### src/logic/sub_borrow_params.svh
// Constants for the subtract-with-borrow datapath.
// Assumes inclusion by bare name from the package and the datapath module.
`ifndef SUB_BORROW_PARAMS_SVH
`define SUB_BORROW_PARAMS_SVH

`define OPC_HI_MSB       15
`define OPC_HI_LSB       10
`define OPC_SUBB         6'h16
`define DEST_BIT         9
`define BANK_BIT         8
`define ADDR_MSB         7
`define IDX_LIMIT        8'h5F
`define ACC_HI_BANK      4'hF
`define ACC_SPLIT        8'h60
`define STATUS_N         4
`define STATUS_SRANGE    3
`define STATUS_Z         2
`define STATUS_NIBC      1
`define STATUS_C         0
`define BYTE_ZERO        8'h00
`define INSTR_ZERO       16'h0000
`define ADDR_ZERO        12'h000
`define STATUS_ZERO      5'h00

`endif

### src/logic/sub_borrow_pkg.sv
// Types for the subtract-with-borrow datapath.
// Assumes the params header is on the include path.
`include "sub_borrow_params.svh"

package sub_borrow_pkg;

    // One-hot instruction phases
    typedef enum logic [3:0] {
        PH_DECODE  = 4'h1,
        PH_READ    = 4'h2,
        PH_PROCESS = 4'h4,
        PH_WRITE   = 4'h8
    } phase_t;

    // How the operand address was resolved
    typedef enum logic [2:0] {
        MODE_ACCESS  = 3'h1,
        MODE_BANKED  = 3'h2,
        MODE_INDEXED = 3'h4
    } addr_mode_t;

endpackage : sub_borrow_pkg

### src/logic/subtract_borrow_datapath.sv
// Execution datapath for the subtract-accumulator-with-borrow instruction.
// Assumes a data memory with combinational read and write-enable port,
// and a core that holds instr_valid_i high until done_o pulses.
// The accumulator input is read live in the write phase, so the core must
// keep it steady from accept until done_o.
// Only the subtract-with-borrow opcode executes; any other word is flagged
// illegal after the read phase and writes nothing.
// The extended-set enable is sampled in the read phase, not at accept, so it
// must not change while an instruction is in flight.
// Bank pointer and index base are read in the read phase for the same reason.
// Limitation: no stall input; a slow memory cannot hold the operand read.
// Flags are written on every executed subtract, whatever the destination.
`timescale 1ns/10ps
`include "sub_borrow_params.svh"

module subtract_borrow_datapath (
    input  wire logic                    core_clk_i,
    input  wire logic                    rst_b_i,
    input  wire logic                    instr_valid_i,
    input  wire logic [15:0]             instr_i,
    input  wire logic                    ext_set_en_i,
    input  wire logic [3:0]              bank_pointer_i,
    input  wire logic [11:0]             index_base_i,
    input  wire logic [7:0]              accum_i,
    input  wire logic [4:0]              status_i,
    input  wire logic [7:0]              mem_rdata_i,
    output logic      [11:0]             mem_addr_o,
    output logic                         mem_we_o,
    output logic      [7:0]              mem_wdata_o,
    output logic                         accum_we_o,
    output logic      [7:0]              accum_wdata_o,
    output logic                         status_we_o,
    output logic      [4:0]              status_wdata_o,
    output sub_borrow_pkg::addr_mode_t   addr_mode_o,
    output logic                         illegal_o,
    output logic                         done_o
);
    import sub_borrow_pkg::*;

    // Borrow-style subtract: a + ~b + carry gives a - b - !carry
    function automatic logic [8:0] add_nib(input logic [7:0] a, input logic [7:0] b,
                                           input logic cin);
        add_nib = {1'b0, a} + {1'b0, ~b} + {8'h00, cin};
    endfunction : add_nib

    ////////////////////////////////////////////////////////////////////////
    // State
    phase_t         phase_q, phase_d;
    logic [15:0]    instr_q;
    logic [7:0]     opnd_q;
    logic [4:0]     flags_q;
    logic           busy_q;

    ////////////////////////////////////////////////////////////////////////
    // Decode fields from the captured word
    // The word is held in instr_q, so decode stays stable after instr_i moves
    // The destination bit steers the write strobes, the bank bit the address
    wire            is_subb   = instr_q[`OPC_HI_MSB:`OPC_HI_LSB] == `OPC_SUBB;
    wire            dest_mem  = instr_q[`DEST_BIT];
    wire            bank_sel  = instr_q[`BANK_BIT];
    wire [7:0]      faddr     = instr_q[`ADDR_MSB:0];

    // Address resolution; indexed wins over access bank when enabled
    wire            use_idx   = ext_set_en_i && !bank_sel && faddr <= `IDX_LIMIT;
    wire [11:0]     idx_addr  = 12'(index_base_i + {4'h0, faddr});
    wire [11:0]     acc_addr  = (faddr < `ACC_SPLIT) ? {4'h0, faddr}
                                                    : {`ACC_HI_BANK, faddr};
    wire [11:0]     bank_addr = {bank_pointer_i, faddr};
    wire [11:0]     ea        = bank_sel ? bank_addr : (use_idx ? idx_addr : acc_addr);
    wire addr_mode_t ea_mode  = bank_sel ? MODE_BANKED
                              : (use_idx ? MODE_INDEXED : MODE_ACCESS);

    ////////////////////////////////////////////////////////////////////////
    // Arithmetic; both adds reuse one function so the nibble carry matches
    wire            cin       = flags_q[`STATUS_C];
    wire [8:0]      full_sum  = add_nib(opnd_q, accum_i, cin);
    wire [8:0]      lo_sum    = add_nib({4'h0, opnd_q[3:0]}, {4'hF, accum_i[3:0]}, cin);
    wire [7:0]      diff      = full_sum[7:0];
    wire            ovf       = (opnd_q[7] != accum_i[7]) && (diff[7] != opnd_q[7]);
    wire [4:0]      new_flags = {diff[7], ovf, diff == `BYTE_ZERO, lo_sum[4], full_sum[8]};

    ////////////////////////////////////////////////////////////////////////
    // Phase strobes, named once so sequencer and outputs cannot disagree
    // Cycle plan, counted from the accepting edge:
    //   edge 0 decode and capture, edge 1 read and address out,
    //   edge 2 operand capture, edge 3 write, results seen after edge 3.
    //   A foreign opcode ends at edge 1 with only illegal_o and done_o.
    // Everything below keys off these six wires
    wire            accept_now = (phase_q == PH_DECODE) && instr_valid_i && !busy_q;
    wire            read_now   = phase_q == PH_READ;
    wire            proc_now   = phase_q == PH_PROCESS;
    wire            write_now  = phase_q == PH_WRITE;
    wire            reject_now = read_now && !is_subb;
    wire            finish_now = write_now || reject_now;

    ////////////////////////////////////////////////////////////////////////
    // Phase sequencing, one phase per clock
    // Only the decode phase looks at instr_valid_i; the rest run unconditionally
    always_comb begin
        phase_d = phase_q;
        case (phase_q)
            PH_DECODE: begin
                if (accept_now) begin
                    phase_d = PH_READ;
                end
            end
            PH_READ: begin
                phase_d = is_subb ? PH_PROCESS : PH_DECODE;
            end
            PH_PROCESS: begin
                phase_d = PH_WRITE;
            end
            PH_WRITE: begin
                phase_d = PH_DECODE;
            end
            default: begin
                phase_d = PH_DECODE;
            end
        endcase
    end

    // Phase register; an illegal one-hot code falls back to decode above
    // Reset parks the sequencer in decode, ready to take a word at once
    always_ff @(posedge core_clk_i or negedge rst_b_i) begin
        if (!rst_b_i) begin
            phase_q <= PH_DECODE;
        end else begin
            phase_q <= phase_d;
        end
    end

    ////////////////////////////////////////////////////////////////////////
    // Busy covers the cycle in which done_o is high, so a valid still held is not re-taken
    // Costs one idle cycle between instructions; the core drops valid meanwhile
    // Without it the word still on instr_i would run a second time
    always_ff @(posedge core_clk_i or negedge rst_b_i) begin
        if (!rst_b_i) begin
            busy_q <= 1'b0;
        end else begin
            busy_q <= finish_now;
        end
    end

    // Instruction word and carry-in are captured once, at accept
    // Later changes on status_i cannot disturb the running subtract
    always_ff @(posedge core_clk_i or negedge rst_b_i) begin
        if (!rst_b_i) begin
            instr_q <= `INSTR_ZERO;
            flags_q <= `STATUS_ZERO;
        end else if (accept_now) begin
            instr_q <= instr_i;
            flags_q <= status_i;
        end
    end

    // Operand read in process phase; memory has seen the address since read
    // A combinational memory is assumed; a registered one would need a stall
    always_ff @(posedge core_clk_i or negedge rst_b_i) begin
        if (!rst_b_i) begin
            opnd_q <= `BYTE_ZERO;
        end else if (proc_now) begin
            opnd_q <= mem_rdata_i;
        end
    end

    ////////////////////////////////////////////////////////////////////////
    // Address and mode outputs, held until the next word reaches read
    // The mode output lets the core see which bank a write went to
    always_ff @(posedge core_clk_i or negedge rst_b_i) begin
        if (!rst_b_i) begin
            mem_addr_o  <= `ADDR_ZERO;
            addr_mode_o <= MODE_ACCESS;
        end else if (read_now) begin
            mem_addr_o  <= ea;
            addr_mode_o <= ea_mode;
        end
    end

    ////////////////////////////////////////////////////////////////////////
    // Strobes pulse for one cycle, the cycle after the write phase; illegal_o and a foreign done_o pulse the cycle after read
    // Registering them costs a cycle of latency but keeps outputs glitch free
    // Done pulses for a foreign opcode too, so the core never waits forever
    always_ff @(posedge core_clk_i or negedge rst_b_i) begin
        if (!rst_b_i) begin
            mem_we_o    <= 1'b0;
            accum_we_o  <= 1'b0;
            status_we_o <= 1'b0;
            illegal_o   <= 1'b0;
            done_o      <= 1'b0;
        end else begin
            mem_we_o    <= write_now && dest_mem;
            accum_we_o  <= write_now && !dest_mem;
            status_we_o <= write_now;
            illegal_o   <= reject_now;
            done_o      <= finish_now;
        end
    end

    ////////////////////////////////////////////////////////////////////////
    // Result and flags hold after the strobe for a consumer that samples late
    // Both data outputs carry the result; the strobe says which one is meant
    always_ff @(posedge core_clk_i or negedge rst_b_i) begin
        if (!rst_b_i) begin
            mem_wdata_o    <= `BYTE_ZERO;
            accum_wdata_o  <= `BYTE_ZERO;
            status_wdata_o <= `STATUS_ZERO;
        end else if (write_now) begin
            mem_wdata_o    <= diff;
            accum_wdata_o  <= diff;
            status_wdata_o <= new_flags;
        end
    end

endmodule : subtract_borrow_datapath

### config.mk
export PLATFORM = sky130hd
export DESIGN_NAME = subtract_borrow_datapath
export DESIGN_NICKNAME = d
export VERILOG_FILES = /design/src/logic/sub_borrow_pkg.sv /design/src/logic/subtract_borrow_datapath.sv
export VERILOG_INCLUDE_DIRS = /design/src /design/src/logic
export SDC_FILE = /design/constraint.sdc
export NUM_CORES = 1
export LEC_CHECK = 0
export ABC_CLOCK_PERIOD_IN_PS = 6900
export BUFFER_PORTS_ARGS = -buffer_cell sky130_fd_sc_hd__clkbuf_2
export CAP_MARGIN = 5
export CORE_MARGIN = 3
export CORE_UTILIZATION = 30
export DETAILED_ROUTE_END_ITERATION = 8
export SYNTH_ARGS = -nofsm -noshare
export SYNTH_HDL_FRONTEND = slang
export SYNTH_SLANG_ARGS = --single-unit
export TNS_END_PERCENT = 20
### constraint.sdc
create_clock -name core_clk_i -period 6.9 [get_ports core_clk_i]
set_clock_uncertainty 0.1 [all_clocks]
set_input_delay 0.69 -clock core_clk_i [delete_from_list [all_inputs] [get_ports core_clk_i]]
set_output_delay 0.69 -clock core_clk_i [all_outputs]
set_load 0.005 [all_outputs]
Yosys cells after proc, flatten, opt, wreduce, memory -nomap -nowiden. Cells that the tools add are included.

Bits in registers: 62. Bits of input ports: 57. Output and inout bits: 41. Word-level logic and storage cells: 52.

Add/subtract/negate cells: 5. $lt $le $gt $ge: 2. Equality and inequality tests: 8. Multiplexer cells: 8. Bitwise logic cells: 2. Reduce and logical (&&, ||, !) cells: 14.

Operators by type and width (number): two-way mux 12 bit (3); adder 12 x 8 -> 12 bit (1); case mux 4 bit (3 select lines) (1); adder 8 x 8 -> 9 bit (1); adder 9 x 1 -> 9 bit (1); two-way mux 3 bit (3); <= comparator 8 x 7 -> 1 bit (second input constant) (1); logical AND 1 bit (8); logical NOT 8 bit (1); less-than comparator 8 x 7 -> 1 bit (second input constant) (1); NOT 8 bit (1); equality test 6 x 5 -> 1 bit (second input constant) (1); adder 4 x 5 -> 5 bit (1); adder 5 x 1 -> 5 bit (1); NOT 5 bit (1); equality test 4 x 1 -> 1 bit (second input constant) (1); equality test 4 x 2 -> 1 bit (second input constant) (1); equality test 4 x 3 -> 1 bit (second input constant) (1); equality test 4 bit (second input constant) (1); logical NOT 1 bit (4); two-way mux 4 bit (1); != test 1 bit (2); != test 2 bit (second input constant) (1); logical OR 1 bit (1).

Longest topological paths before layout. Gate-level depths: netlist of run 1.

Depth in word-level cells: 5. Mapped depth: 9. Mapped depth without buffers: 9.

Worst setup path after synthesis of run 1. Ideal clock, no wire load.

Path type: input port to flip-flop. Start: input port accum_i[0]. End: register status_wdata_o[2]. Setup time: 95 ps. Arrival time: 2403 ps. Required time: 6705 ps. Slack: 4302 ps. Stages: 8. Buffers on the path: 0. Path through: fa_1 fa_1 or2b_1 a21oi_1 nor2_1 xor2_1 nand4_1 o31ai_1.

Cells in the longest elaborated chain, start to end: 4.

RTL lines: from (decl) (RTL line subtract_borrow_datapath.sv:24) `input wire logic [7:0] accum_i,`; NOT 8 bit (RTL line subtract_borrow_datapath.sv:43) `add_nib = {1'b0, a} + {1'b0, ~b} + {8'h00, cin};`; adder 8 x 8 -> 9 bit (RTL line subtract_borrow_datapath.sv:43); adder 9 x 1 -> 9 bit (RTL line subtract_borrow_datapath.sv:43); logical NOT 8 bit (no source line); to (signal assigned) (RTL line subtract_borrow_datapath.sv:206) `` status_wdata_o <= `STATUS_ZERO; ``; to (signal assigned) (RTL line subtract_borrow_datapath.sv:210) `status_wdata_o <= new_flags;`; to (decl) (RTL line subtract_borrow_datapath.sv:33) `output logic [4:0] status_wdata_o,`.

Every way passes these cells. A chain may end at the register's enable or synchronous reset.

Worst setup path after layout of run 1. Ends and elaborated chain as after synthesis.

==> results.txt, run 1 <==
----------------------------------------------------
[Status]
  Run status ... completed

[Detailed routing]
  Via count ... 2790
  Detailed-route vias per instance ... 4.74
  Met2 WL post-DR ... 3740 um
  Number of iterations in the first detailed-routing pass ... 4
  Metal1 wirelength ... 3520 um
  Routed length on met3 ... 569 um
  First-iteration detailed-routing DRC count ... 129
  Uppermost signal routing layer after detailed routing ... met4
  Per-cell routed wire length ... 13.4 um
  Total wire length after detailed routing ... 7900 um
  Number of design rule violations left after detail routing ... 0
  Remaining antenna violation count ... 0

[Clock network]
  TritonCTS clock tree ... done
  Cts repair resizes ... 0
  # clock sinks ... 61
  Number of hold buffers added after CTS ... 0
  H-tree levels ... 3
  Clock transition at the registers of the reported paths ... 0.06 ns
  Clock Latency Late Sink ... 0.33 ns
  Cell at the root of the clock tree ... sky130_fd_sc_hd__clkbuf_8
  Worst-case clock buffer depth ... 2
  Setup Buffers After CTS ... 0
  Number of buffers created by CTS ... 9

[Final layout]
  Layout cell share with drive strength beyond 1 ... 27.9%
  Number of fill cells ... 1060
  Nets ... 522
  Antenna diode instance count ... 0
  Post-layout instance count excluding filler cells ... 588
  Synth-to-layout area growth ... 22.4%

[Die]
  Std cell rows ... 37
  Chip Height ... 111 um
  Die Wd ... 111 um
  # IOs ... 98
  Die outline area ... 0.0123 sq mm
  Effective utilization at floorplan ... 31.4%
  Placeable core area ... 0.0105 sq mm

[Critical path]
  Startpoint of the worst-slack reg-to-reg timing path ... opnd_q[0]$_DFFE_PN0P_
  Startpoint Class ... input pin
  CP Class ... in -> reg
  Worst endpoint required time ... 7.03 ns
  Startpoint of the most critical setup path ... accum_i[0]
  Nature of the critical path endpoint ... flip-flop
  Largest fanout on the critical path ... 2
  Critical path arrival ... 2.72 ns

[Logic synthesis]
  Leading post-synthesis cells by cell area ... sky130_fd_sc_hd__dfrtp_1 (45%), sky130_fd_sc_hd__nand2_1 (9.8%), sky130_fd_sc_hd__ha_1 (5.7%)
  Net count after synthesis ... 434
  Sequential share of the synthesized area ... 46.3%
  Cell type contributing the most total cell area after synthesis ... sky130_fd_sc_hd__dfrtp_1
  Number of synthesized register bits ... 61
  Synthesized area ... 0.00330 sq mm
  Count of mapped cells out of synthesis ... 359
  Count of unique library cells instantiated by Yosys ... 44
  Warnings from Yosys ... 0
  Area share of the largest cell type after synthesis ... 44.7%
  Avg Inst Size Synth ... 9.19 sq um

[Pwr]
  IR Drop Worst-Case VDD ... 0.0910 mV
  Combinational share of power ... 30.8%
  Static Leakage ... 2.13 nW
  Sequential cell fraction of total power ... 43.5%
  Total power divided by cell area ... 284 mW/mm^2
  Switching portion of total power ... 33.9%
  Fraction of power consumed by the clock network ... 25.7%
  Internal cell power ... 0.757 mW
  Switching power total ... 0.388 mW

[STA]
  Min Clock Period, post-route ... 2.58 ns
  Maximum clock rate ... 387 MHz
  Final hold vios ... 0
  Final-report max-slew violation count ... 0
  Measured slew at the worst slew-check pin ... 1.19 ns
  RSZ-0062 raised after global routing ... no
  Total negative setup slack ... 0 ns
  Worst-case headroom to the max-slew limit ... 20.5%
  Worst hold slack ... 0.352 ns
  Fraction of the cycle the final worst path needs ... 37.5%
  Final setup violation count ... 0
  Final worst setup slack ... 4.32 ns

[Placement]
  Placed Instances ... 572
  Buffers on Ports ... 93
  Placement Setup Slack ... 3.91 ns
  Final weighted congestion in routability-driven placement ... 0.906
  Detailed placement HPWL ... 5960 um

[GRT]
  Gr ovfl total ... 0
  Largest net degree at the start of global routing ... 62
  Via count of the first global-routing pass ... 2858
  Global-route total usage across every layer ... 13.5%
  First-pass GRT wire length ... 13700 um
  Initial antenna violation count ... 0

[Hold path]
  Startpoint of the most critical hold path ... instr_q[9]$_DFFE_PN0P_
  Class of the most critical hold timing path ... reg -> reg

[Run]
  Max capacitance violation total ... 0

----------------------------------------------------
-- flip-flops by register name (all words and copies together) (netlist names) --
register	flops
accum_wdata_o	8
done_o	1
phase_q	4
accum_we_o	1
illegal_o	1
mem_addr_o	12
status_we_o	1
opnd_q	8
mem_we_o	1
instr_q	16
flags_q	1
addr_mode_o	3
status_wdata_o	4
-- final cells by class --
| type | count | area (sq um) | share of cell area [%] |
|---|---|---|---|
| clock buffers | 15 | 176 | 4.37 |
| clock inverters | 1 | 5.00 | 0.124 |
| inverters | 21 | 78.8 | 1.95 |
| multi-input cells | 258 | 1590 | 39.4 |
| flip-flops and latches | 61 | 1530 | 37.9 |
| well taps | 136 | 170 | 4.21 |
| repair buffers | 96 | 488 | 12.1 |
-- kinds of logic (layout without fill, tap and decap cells) --
family | after synthesis | count (layout) | share of synthesized area [%]
flops | 61 | 61 | 46.3
buf+inv | 40 | 133 | 5.61
xor+xnor | 10 | 10 | 2.65
simple gates | 146 | 146 | 20.7
mux | 13 | 13 | 4.32
fa+ha+maj | 18 | 18 | 7.51
compound gates | 71 | 71 | 12.9
-- cells in the final DEF, fill, tap and decap left out, types with 3 or more instances in the layout --
master / netlist / routed
sky130_fd_sc_hd__clkbuf_2: 0 / 93
sky130_fd_sc_hd__nor2b_1: 4 / 4
sky130_fd_sc_hd__a31oi_1: 3 / 3
sky130_fd_sc_hd__and3_1: 5 / 5
sky130_fd_sc_hd__dfrtp_1: 59 / 59
sky130_fd_sc_hd__mux2_2: 10 / 10
sky130_fd_sc_hd__buf_4: 9 / 3
sky130_fd_sc_hd__nand2b_1: 6 / 6
sky130_fd_sc_hd__clkbuf_1: 9 / 3
sky130_fd_sc_hd__a21oi_1: 14 / 14
sky130_fd_sc_hd__o31ai_1: 4 / 4
sky130_fd_sc_hd__fa_1: 3 / 3
sky130_fd_sc_hd__ha_1: 15 / 15
sky130_fd_sc_hd__inv_1: 21 / 21
sky130_fd_sc_hd__nand3_1: 9 / 9
sky130_fd_sc_hd__o21ai_0: 31 / 31
sky130_fd_sc_hd__xor2_1: 7 / 7
sky130_fd_sc_hd__nand3b_1: 5 / 5
sky130_fd_sc_hd__nor2_1: 13 / 13
sky130_fd_sc_hd__nand2_1: 86 / 86
sky130_fd_sc_hd__clkbuf_8: 0 / 12
sky130_fd_sc_hd__xnor2_1: 3 / 3
sky130_fd_sc_hd__a211oi_1: 4 / 4
sky130_fd_sc_hd__mux2i_1: 3 / 3
sky130_fd_sc_hd__a21o_1: 5 / 5
-- final timing paths --
check                                                 to  slack (ns)  depth (start not counted)
max                        status_wdata_o[2]$_DFFE_PN0P_        4.32                          9
min                                 accum_we_o$_DFF_PN0_        0.35                          1
max reg2reg                status_wdata_o[2]$_DFFE_PN0P_        4.42                          9
min reg2reg                         accum_we_o$_DFF_PN0_        0.35                          1
max in group asynchronous   accum_wdata_o[6]$_DFFE_PN0P_        5.75                          2
min in group asynchronous      mem_addr_o[2]$_DFFE_PN0N_        0.43                          2
-- stage by stage --
| step | area [sq um] | total power, mW | utilization [%] |
|---|---|---|---|
| floorplan | 3300 | 0.727 | - |
| global placement | 3860 | 0.845 | 36.7 |
| detailed placement | 3860 | 0.861 | 36.7 |
| CTS | 4040 | 1.16 | 38.4 |
| global route | 4040 | 1.25 | 38.4 |
| finish | 4040 | 1.15 | 38.4 |
-- layer usage --
layer	vias up	global-route usage, %
met2	95	22.2
met3	8	4.48
met4	0	4.11
met1	1297	16.9
met5	-	0
li1	1390	-
-- power groups by stage --
| stage | clock network, mW | logic, mW | registers (mW) |
|---|---|---|---|
| after global routing | 0.324 | 0.410 | 0.511 |
| after detailed placement | 0 | 0.355 | 0.506 |
| final | 0.295 | 0.353 | 0.498 |
| after floorplan | 0 | 0.230 | 0.497 |
| after global placement | 0 | 0.343 | 0.502 |
| after CTS | 0.305 | 0.356 | 0.499 |
-- Yosys cell counts --
cell and instances:
sky130_fd_sc_hd__clkbuf_1 9, sky130_fd_sc_hd__nand3_1 9, sky130_fd_sc_hd__a311oi_1 2, sky130_fd_sc_hd__o21ai_1 1, sky130_fd_sc_hd__inv_1 21, sky130_fd_sc_hd__o2bb2ai_1 1, sky130_fd_sc_hd__o211ai_1 2, sky130_fd_sc_hd__buf_2 1
sky130_fd_sc_hd__nor2b_1 4, sky130_fd_sc_hd__o311ai_0 1, sky130_fd_sc_hd__or3_1 1, sky130_fd_sc_hd__nand3b_1 5, sky130_fd_sc_hd__o31ai_1 4, sky130_fd_sc_hd__a21oi_1 14, sky130_fd_sc_hd__nand4bb_1 1, sky130_fd_sc_hd__mux2_2 10
sky130_fd_sc_hd__and3_1 5, sky130_fd_sc_hd__a31oi_2 1, sky130_fd_sc_hd__nand2_1 86, sky130_fd_sc_hd__mux2i_1 3, sky130_fd_sc_hd__nor3_1 2, sky130_fd_sc_hd__xnor2_1 3, sky130_fd_sc_hd__nand2b_1 6, sky130_fd_sc_hd__nand4_1 2
sky130_fd_sc_hd__o21ai_0 31, sky130_fd_sc_hd__dfrtp_1 59, sky130_fd_sc_hd__or4_1 1, sky130_fd_sc_hd__or2b_1 1, sky130_fd_sc_hd__fa_1 3, sky130_fd_sc_hd__a31oi_1 3, sky130_fd_sc_hd__nor4b_2 1, sky130_fd_sc_hd__xor2_1 7
sky130_fd_sc_hd__a21o_1 5, sky130_fd_sc_hd__ha_1 15, sky130_fd_sc_hd__nor2_1 13, sky130_fd_sc_hd__nor4_1 1, sky130_fd_sc_hd__and2_1 2, sky130_fd_sc_hd__buf_4 9, sky130_fd_sc_hd__o21a_1 2, sky130_fd_sc_hd__a211oi_1 4
sky130_fd_sc_hd__or2_2 2, sky130_fd_sc_hd__nor3b_1 1, sky130_fd_sc_hd__dfstp_2 2, sky130_fd_sc_hd__nor4b_1 3
-- worst max-delay path, stage by stage --
cell and delay [ns]:
sky130_fd_sc_hd__clkbuf_2 0.09, sky130_fd_sc_hd__fa_1 0.45, sky130_fd_sc_hd__fa_1 0.41, sky130_fd_sc_hd__or2b_1 0.25, sky130_fd_sc_hd__a21oi_1 0.20, sky130_fd_sc_hd__nor2_1 0.08, sky130_fd_sc_hd__xor2_1 0.18, sky130_fd_sc_hd__nand4_1 0.15
sky130_fd_sc_hd__o31ai_1 0.21
Note: power is estimated with default switching activity, not from simulation.
==> run 2: changes to the inputs <==
--- a/config.mk
+++ b/config.mk
@@ -6,7 +6,7 @@
 export SDC_FILE = /design/constraint.sdc
 export NUM_CORES = 1
 export LEC_CHECK = 0
-export ABC_CLOCK_PERIOD_IN_PS = 6900
+export ABC_CLOCK_PERIOD_IN_PS = 2700
 export BUFFER_PORTS_ARGS = -buffer_cell sky130_fd_sc_hd__clkbuf_2
 export CAP_MARGIN = 5
 export CORE_MARGIN = 3
==> constraint.sdc (replaced) <==
create_clock -name core_clk_i -period 2.7 [get_ports core_clk_i]
set_clock_uncertainty 0.1 [all_clocks]
set_input_delay 0.27 -clock core_clk_i [delete_from_list [all_inputs] [get_ports core_clk_i]]
set_output_delay 0.27 -clock core_clk_i [all_outputs]
set_load 0.005 [all_outputs]
==> results.txt, run 2 (same netlist as run 1, synthesis figures left out) <==
----------------------------------------------------
[Clock network]
  H-tree levels ... 3 (unchanged)
  Number of buffers created by CTS ... 9 (unchanged)
  Cell at the root of the clock tree ... sky130_fd_sc_hd__clkbuf_8
  Worst-case clock buffer depth ... 2 (unchanged)
  # clock sinks ... 61 (unchanged)
  Setup Buffers After CTS ... 0 (unchanged)
  TritonCTS clock tree ... done
  Cts repair resizes ... 0 (unchanged)
  Clock Latency Late Sink ... 0.33 ns (about the same)
  Clock transition at the registers of the reported paths ... 0.07 ns (about the same)

[GRT]
  First-pass GRT wire length ... 13500 um (-1.3%)
  Via count of the first global-routing pass ... 2809 (-1.7%)
  Initial antenna violation count ... 0 (unchanged)
  Global-route total usage across every layer ... 13.3% (-0.20 points)
  Largest net degree at the start of global routing ... 36 (-42%)
  Gr ovfl total ... 0 (unchanged)

[Pwr]
  Sequential cell fraction of total power ... 43.6% (about the same)
  IR Drop Worst-Case VDD ... 0.284 mV (+210%)
  Fraction of power consumed by the clock network ... 25.3% (-0.4 points)
  Switching portion of total power ... 33.6% (-0.26 points)
  Internal cell power ... 1.95 mW (+160%)
  Combinational share of power ... 31.2% (+0.4 points)
  Total power divided by cell area ... 717 mW/mm^2 (+150%)
  Switching power total ... 0.986 mW (+150%)
  Static Leakage ... 2.16 nW (+1.3%)

[STA]
  Final setup violation count ... 0 (unchanged)
  Fraction of the cycle the final worst path needs ... 91.2%
  Measured slew at the worst slew-check pin ... 0.726 ns (-0.463 ns)
  Maximum clock rate ... 406 MHz
  RSZ-0062 raised after global routing ... no
  Final-report max-slew violation count ... 0 (unchanged)
  Total negative setup slack ... 0 ns (unchanged)
  Worst-case headroom to the max-slew limit ... 51.6% (+31 points)
  Final hold vios ... 0 (unchanged)
  Min Clock Period, post-route ... 2.46 ns

[Die]
  Die Wd ... 111 um (unchanged)
  Chip Height ... 111 um (unchanged)
  Std cell rows ... 37 (unchanged)
  Placeable core area ... 0.0105 sq mm (unchanged)
  Die outline area ... 0.0123 sq mm (unchanged)
  # IOs ... 98 (unchanged)
  Effective utilization at floorplan ... 31.4% (unchanged)

[Critical path]
  Critical path arrival ... 2.59 ns (-0.13 ns)
  CP Class ... reg -> reg
  R2R Setup Slk ... 0.24 ns (-4.18 ns)
  Largest fanout on the critical path ... 2 (unchanged)
  Startpoint of the most critical setup path ... opnd_q[0]$_DFFE_PN0P_
  Nature of the critical path endpoint ... flip-flop
  Startpoint of the worst-slack reg-to-reg timing path ... opnd_q[0]$_DFFE_PN0P_
  Startpoint Class ... flip-flop
  Worst endpoint required time ... 2.83 ns (-4.20 ns)

[Detailed routing]
  Number of design rule violations left after detail routing ... 0 (unchanged)
  Number of iterations in the first detailed-routing pass ... 4 (unchanged)
  Via count ... 2779 (-0.39%)
  Remaining antenna violation count ... 0 (unchanged)
  Detailed-route vias per instance ... 4.69 (-1.1%)
  Total wire length after detailed routing ... 7810 um (-1.1%)
  Per-cell routed wire length ... 13.2 um (-1.8%)
  First-iteration detailed-routing DRC count ... 109 (-16%)

[Final layout]
  Max reg flops ... 16 (unchanged)
  Register bank with the most flops ... instr_q
  Synth-to-layout area growth ... 23.9%
  Storage cell area ... 0.00153 sq mm (unchanged)
  Final Core Density ... 38.9% (+0.46 points)
  Number of fill cells ... 1069 (+0.85%)
  Layout cell share with drive strength beyond 1 ... 28.5% (+0.63 points)
  Nets ... 527 (+0.96%)
  Antenna diode instance count ... 0 (unchanged)
  Top Registers ... instr_q: 16 flops, mem_addr_o: 12 flops
  Most frequent cells in the layout ... sky130_fd_sc_hd__clkbuf_2 (93), sky130_fd_sc_hd__nand2_1 (86), sky130_fd_sc_hd__dfrtp_1 (59)
  Commonest non-fill, non-tap cell in the layout ... sky130_fd_sc_hd__clkbuf_2
  Total area of multi-input combinational cells ... 0.00159 sq mm (unchanged)

[Hold path]
  Startpoint of the most critical hold path ... instr_i[8]
  Class of the most critical hold timing path ... in -> reg

[Placement]
  Final weighted congestion in routability-driven placement ... 0.911 (+0.55%)
  Detailed placement HPWL ... 6070 um (+1.9%)
  Buffers on Ports ... 93 (unchanged)

[Status]
  Run status ... completed

[Run]
  Max capacitance violation total ... 0 (unchanged)

----------------------------------------------------
==> run 2: cell count changes in the layout (fill, tap and decap cells not counted), sizes merged <==
cell,previous run,this run
buf,3,7
clkbuf,108,107
dlygate4sd3,0,1
==> run 2: area by class of cell <==
| cell class | instances | share of cell area (%) |
|---|---|---|
| Sequential cell | 61 | 37.4 |
| Multi-Input combinational cell | 258 | 38.9 |
| Inverter | 21 | 1.93 |
| Tap cell | 136 | 4.16 |
| Clock buffer | 14 | 4.22 |
| Timing Repair Buffer | 101 | 13.2 |
| Clock inverter | 1 | 0.122 |
==> run 2: per-stage QoR <==
step                      hold slack, ns  setup slack [ns]  instances  cell area [sq um]  total power, mW
final                             0.0330             0.237        592               4090             2.93
after global routing              0.0221            0.0800        592               4090             3.17
after CTS                         0.0150             0.212        592               4090             2.97
after detailed placement           0.267             0.220        576               3900             2.21
after global placement             0.260             0.267        576               3900             2.18
after floorplan                   -0.126             0.467        359               3300             1.86
==> run 2: critical path, cell delays in order, from the launching register on <==
cell	delay (ns)
sky130_fd_sc_hd__dfrtp_1	0.32
sky130_fd_sc_hd__inv_1	0.06
sky130_fd_sc_hd__fa_1	0.43
sky130_fd_sc_hd__fa_1	0.41
sky130_fd_sc_hd__or2b_1	0.25
sky130_fd_sc_hd__a21oi_1	0.18
sky130_fd_sc_hd__nor2_1	0.08
sky130_fd_sc_hd__xor2_1	0.17
sky130_fd_sc_hd__nand4_1	0.15
sky130_fd_sc_hd__o31ai_1	0.22
==> run 2: final timing paths <==
check | end | cells past startpoint
max | status_wdata_o[2]$_DFFE_PN0P_ | 9
min | instr_q[8]$_DFFE_PN0P_ | 3
max reg2reg | status_wdata_o[2]$_DFFE_PN0P_ | 9
min reg2reg | accum_we_o$_DFF_PN0_ | 1
max in group asynchronous | phase_q[0]$_DFFE_PN1P_ | 3
min in group asynchronous | mem_addr_o[1]$_DFFE_PN0N_ | 2
==> run 2: power by group through the flow <==
stage | clock network, mW | logic (mW) | registers, mW
after detailed placement | 0 | 0.916 | 1.30
after floorplan | 0 | 0.588 | 1.27
after CTS | 0.766 | 0.921 | 1.28
after global placement | 0 | 0.896 | 1.29
final | 0.740 | 0.914 | 1.28
after global routing | 0.811 | 1.05 | 1.31
==> run 2: timing repair <==
item,CTS,global route
endpoints found under the hold margin,26,0
setup endpoints to repair,0,0
hold buffers,1,0
==> run 2: layer usage <==
layer  wire length [um]  up-vias  share of wire (%)  GRT usage [%]
li1                   -     1401                  -              -
met1               3590     1270                 46           17.2
met2               3590       98                 46           21.7
met3                521       10                6.7           3.44
met4                104        0                1.3           4.68
met5                  0        -                  0              0
==> run 3: changes to the inputs <==
--- a/config.mk
+++ b/config.mk
@@ -6,12 +6,14 @@
 export SDC_FILE = /design/constraint.sdc
 export NUM_CORES = 1
 export LEC_CHECK = 0
+export ABC_AREA = 0
 export ABC_CLOCK_PERIOD_IN_PS = 2700
 export BUFFER_PORTS_ARGS = -buffer_cell sky130_fd_sc_hd__clkbuf_2
 export CAP_MARGIN = 5
 export CORE_MARGIN = 3
 export CORE_UTILIZATION = 30
 export DETAILED_ROUTE_END_ITERATION = 8
+export RECOVER_POWER = 100
 export SYNTH_ARGS = -nofsm -noshare
 export SYNTH_HDL_FRONTEND = slang
 export SYNTH_SLANG_ARGS = --single-unit
==> results.txt, run 3 (same netlist as run 1, synthesis figures left out) <==
----------------------------------------------------
[STA]
  Measured slew at the worst slew-check pin ... 1.57 ns (+0.844 ns)
  Final setup violation count ... 0 (unchanged)
  Worst hold slack ... 0.0337 ns (+0.000765 ns)
  Maximum clock rate ... 407 MHz (+0.17%)
  Total negative setup slack ... 0 ns (unchanged)
  Worst-case headroom to the max-slew limit ... -4.70% (-56 points)
  Final-report max-slew violation count ... 27 (+27)
  Min Clock Period, post-route ... 2.46 ns (-0.00420 ns)
  Final hold vios ... 0 (unchanged)
  Final worst setup slack ... 0.241 ns (+0.00420 ns)
  RSZ-0062 raised after global routing ... no
  Fraction of the cycle the final worst path needs ... 91.1% (-0.16 points)

[GRT]
  Largest net degree at the start of global routing ... 36 (unchanged)
  First-pass GRT wire length ... 13500 um (unchanged)
  Gr ovfl total ... 0 (unchanged)
  Via count of the first global-routing pass ... 2809 (unchanged)
  Global-route total usage across every layer ... 13.3% (unchanged)
  Initial antenna violation count ... 0 (unchanged)

[Die]
  Placeable core area ... 0.0105 sq mm (unchanged)
  Die outline area ... 0.0123 sq mm (unchanged)
  Std cell rows ... 37 (unchanged)
  Die Wd ... 111 um (unchanged)
  # IOs ... 98 (unchanged)
  Effective utilization at floorplan ... 31.4% (unchanged)
  Chip Height ... 111 um (unchanged)

[Final layout]
  Layout cell share with drive strength beyond 1 ... 22.6% (-5.9 points)
  Synth-to-layout area growth ... 22.3%
  Register bank with the most flops ... instr_q
  Final instance area ... 0.00404 sq mm (-1.3%)
  Post-layout instance count excluding filler cells ... 592 (unchanged)
  Top Registers ... instr_q: 16 flops, mem_addr_o: 12 flops
  Max reg flops ... 16 (unchanged)
  Commonest non-fill, non-tap cell in the layout ... sky130_fd_sc_hd__nand2_1
  Antenna diode instance count ... 0 (unchanged)
  Most frequent cells in the layout ... sky130_fd_sc_hd__nand2_1 (86), sky130_fd_sc_hd__clkbuf_2 (73), sky130_fd_sc_hd__dfrtp_1 (59)
  Nets ... 527 (unchanged)

[Critical path]
  CP Class ... reg -> reg
  Critical path arrival ... 2.58 ns (about the same)
  Largest fanout on the critical path ... 2 (unchanged)
  Depth of the worst register-to-register path ... 9 (unchanged)
  Worst endpoint required time ... 2.83 ns (about the same)
  Startpoint of the worst-slack reg-to-reg timing path ... opnd_q[0]$_DFFE_PN0P_
  Startpoint Class ... flip-flop
  Nature of the critical path endpoint ... flip-flop
  Endpoint of the lowest-slack register-to-register path ... status_wdata_o[2]$_DFFE_PN0P_
  R2R Setup Slk ... 0.24 ns (about the same)

[Detailed routing]
  Remaining antenna violation count ... 0 (unchanged)
  First-iteration detailed-routing DRC count ... 95 (-13%)
  Via count ... 2792 (+0.47%)
  Per-cell routed wire length ... 13.3 um (+0.59%)
  Total wire length after detailed routing ... 7860 um (+0.59%)
  Number of design rule violations left after detail routing ... 0 (unchanged)
  Detailed-route vias per instance ... 4.72 (+0.47%)
  Number of iterations in the first detailed-routing pass ... 4 (unchanged)

[Placement]
  Final weighted congestion in routability-driven placement ... 0.911 (unchanged)
  Detailed placement HPWL ... 6070 um (unchanged)
  Post-DP Area ... 0.00390 sq mm (unchanged)
  Placed Instances ... 576 (unchanged)
  Placement Setup Slack ... 0.220 ns (unchanged)
  Buffers on Ports ... 93 (unchanged)

[Run]
  Max capacitance violation total ... 1 (+1)

[Pwr]
  IR Drop Worst-Case VDD ... 0.277 mV (-2.6%)
  Static Leakage ... 2.08 nW (-3.5%)
  Total power divided by cell area ... 720 mW/mm^2 (+0.44%)

[Clock network]
  TritonCTS clock tree ... done
  Number of hold buffers added after CTS ... 1 (unchanged)
  # clock sinks ... 61 (unchanged)
  Clock transition at the registers of the reported paths ... 0.07 ns (about the same)
  Worst-case clock buffer depth ... 2 (unchanged)
  Cell at the root of the clock tree ... sky130_fd_sc_hd__clkbuf_8
  Setup Buffers After CTS ... 0 (unchanged)
  H-tree levels ... 3 (unchanged)
  Number of buffers created by CTS ... 9 (unchanged)
  Clock Latency Late Sink ... 0.33 ns (about the same)
  Cts repair resizes ... 0 (unchanged)

[Status]
  Violations in the final reports ... max-capacitance violations, max-slew violations
  Run status ... complete, but fails checks

[Hold path]
  Hold worst-path end ... instr_q[8]$_DFFE_PN0P_
  Class of the most critical hold timing path ... in -> reg
  Hold Path Depth ... 3 (unchanged)
  Startpoint of the most critical hold path ... instr_i[8]

----------------------------------------------------
-- run 3: cell count changes in the layout (fill, tap and decap cells not counted), moves of 2 or more --
cell / before / now
sky130_fd_sc_hd__and2_1: 2 / 0
sky130_fd_sc_hd__clkbuf_2: 93 / 73
sky130_fd_sc_hd__clkbuf_1: 2 / 26
sky130_fd_sc_hd__and2_0: 0 / 2
sky130_fd_sc_hd__buf_4: 6 / 2
-- run 3: layer usage --
metal / track usage (%) / part of all wire (%) / up-vias
met5: 0 / 0 / -
met4: 4.68 / 1.3 / 0
met3: 3.44 / 7.2 / 10
met2: 21.7 / 46 / 101
met1: 17.2 / 46 / 1280
li1: - / - / 1401
-- run 3: worst max-delay path by stage --
stage	slack, ns	startpoint	cells after the start	endpoint
after floorplan	0.47	opnd_q[0]$_DFFE_PN0P_	9	status_wdata_o[2]$_DFFE_PN0P_
after global placement	0.27	accum_i[0]	9	status_wdata_o[2]$_DFFE_PN0P_
after detailed placement	0.22	accum_i[0]	9	status_wdata_o[2]$_DFFE_PN0P_
after CTS	0.21	opnd_q[0]$_DFFE_PN0P_	9	status_wdata_o[2]$_DFFE_PN0P_
after global routing	0.08	opnd_q[0]$_DFFE_PN0P_	9	status_wdata_o[2]$_DFFE_PN0P_
final	0.24	opnd_q[0]$_DFFE_PN0P_	9	status_wdata_o[2]$_DFFE_PN0P_
-- run 3: area by class of cell --
cell class / count / area (sq um)
Clock buffer: 14 / 173
Clock inverter: 1 / 5.00
Fill cell: 1086 / 6470
Inverter: 21 / 78.8
Multi-Input combinational cell: 258 / 1580
Sequential cell: 61 / 1530
Tap cell: 136 / 170
Timing Repair Buffer: 101 / 500
-- run 3: power breakdown --
group | leakage (nW) | total (mW) | internal, mW | switching (mW)
Sequential | 0.727 | 1.28 | 1.13 | 0.147
Clock | 0.0926 | 0.739 | 0.403 | 0.336
Combinational | 1.26 | 0.891 | 0.389 | 0.502
-- run 3: stage by stage --
stage | total power [mW] | utilization, %
after detailed placement | 2.21 | 37.1
after floorplan | 1.86 | -
after CTS | 2.97 | 38.9
after global placement | 2.18 | 37.1
after global routing | 3.15 | 38.4
final | 2.91 | 38.4
-- run 3: critical path, stage by stage, from the launching register on --
cell and delay (ns):
sky130_fd_sc_hd__dfrtp_1 0.32, sky130_fd_sc_hd__inv_1 0.06, sky130_fd_sc_hd__fa_1 0.43, sky130_fd_sc_hd__fa_1 0.41
sky130_fd_sc_hd__or2b_1 0.25, sky130_fd_sc_hd__a21oi_1 0.18, sky130_fd_sc_hd__nor2_1 0.08, sky130_fd_sc_hd__xor2_1 0.17
sky130_fd_sc_hd__nand4_1 0.14, sky130_fd_sc_hd__o31ai_1 0.22
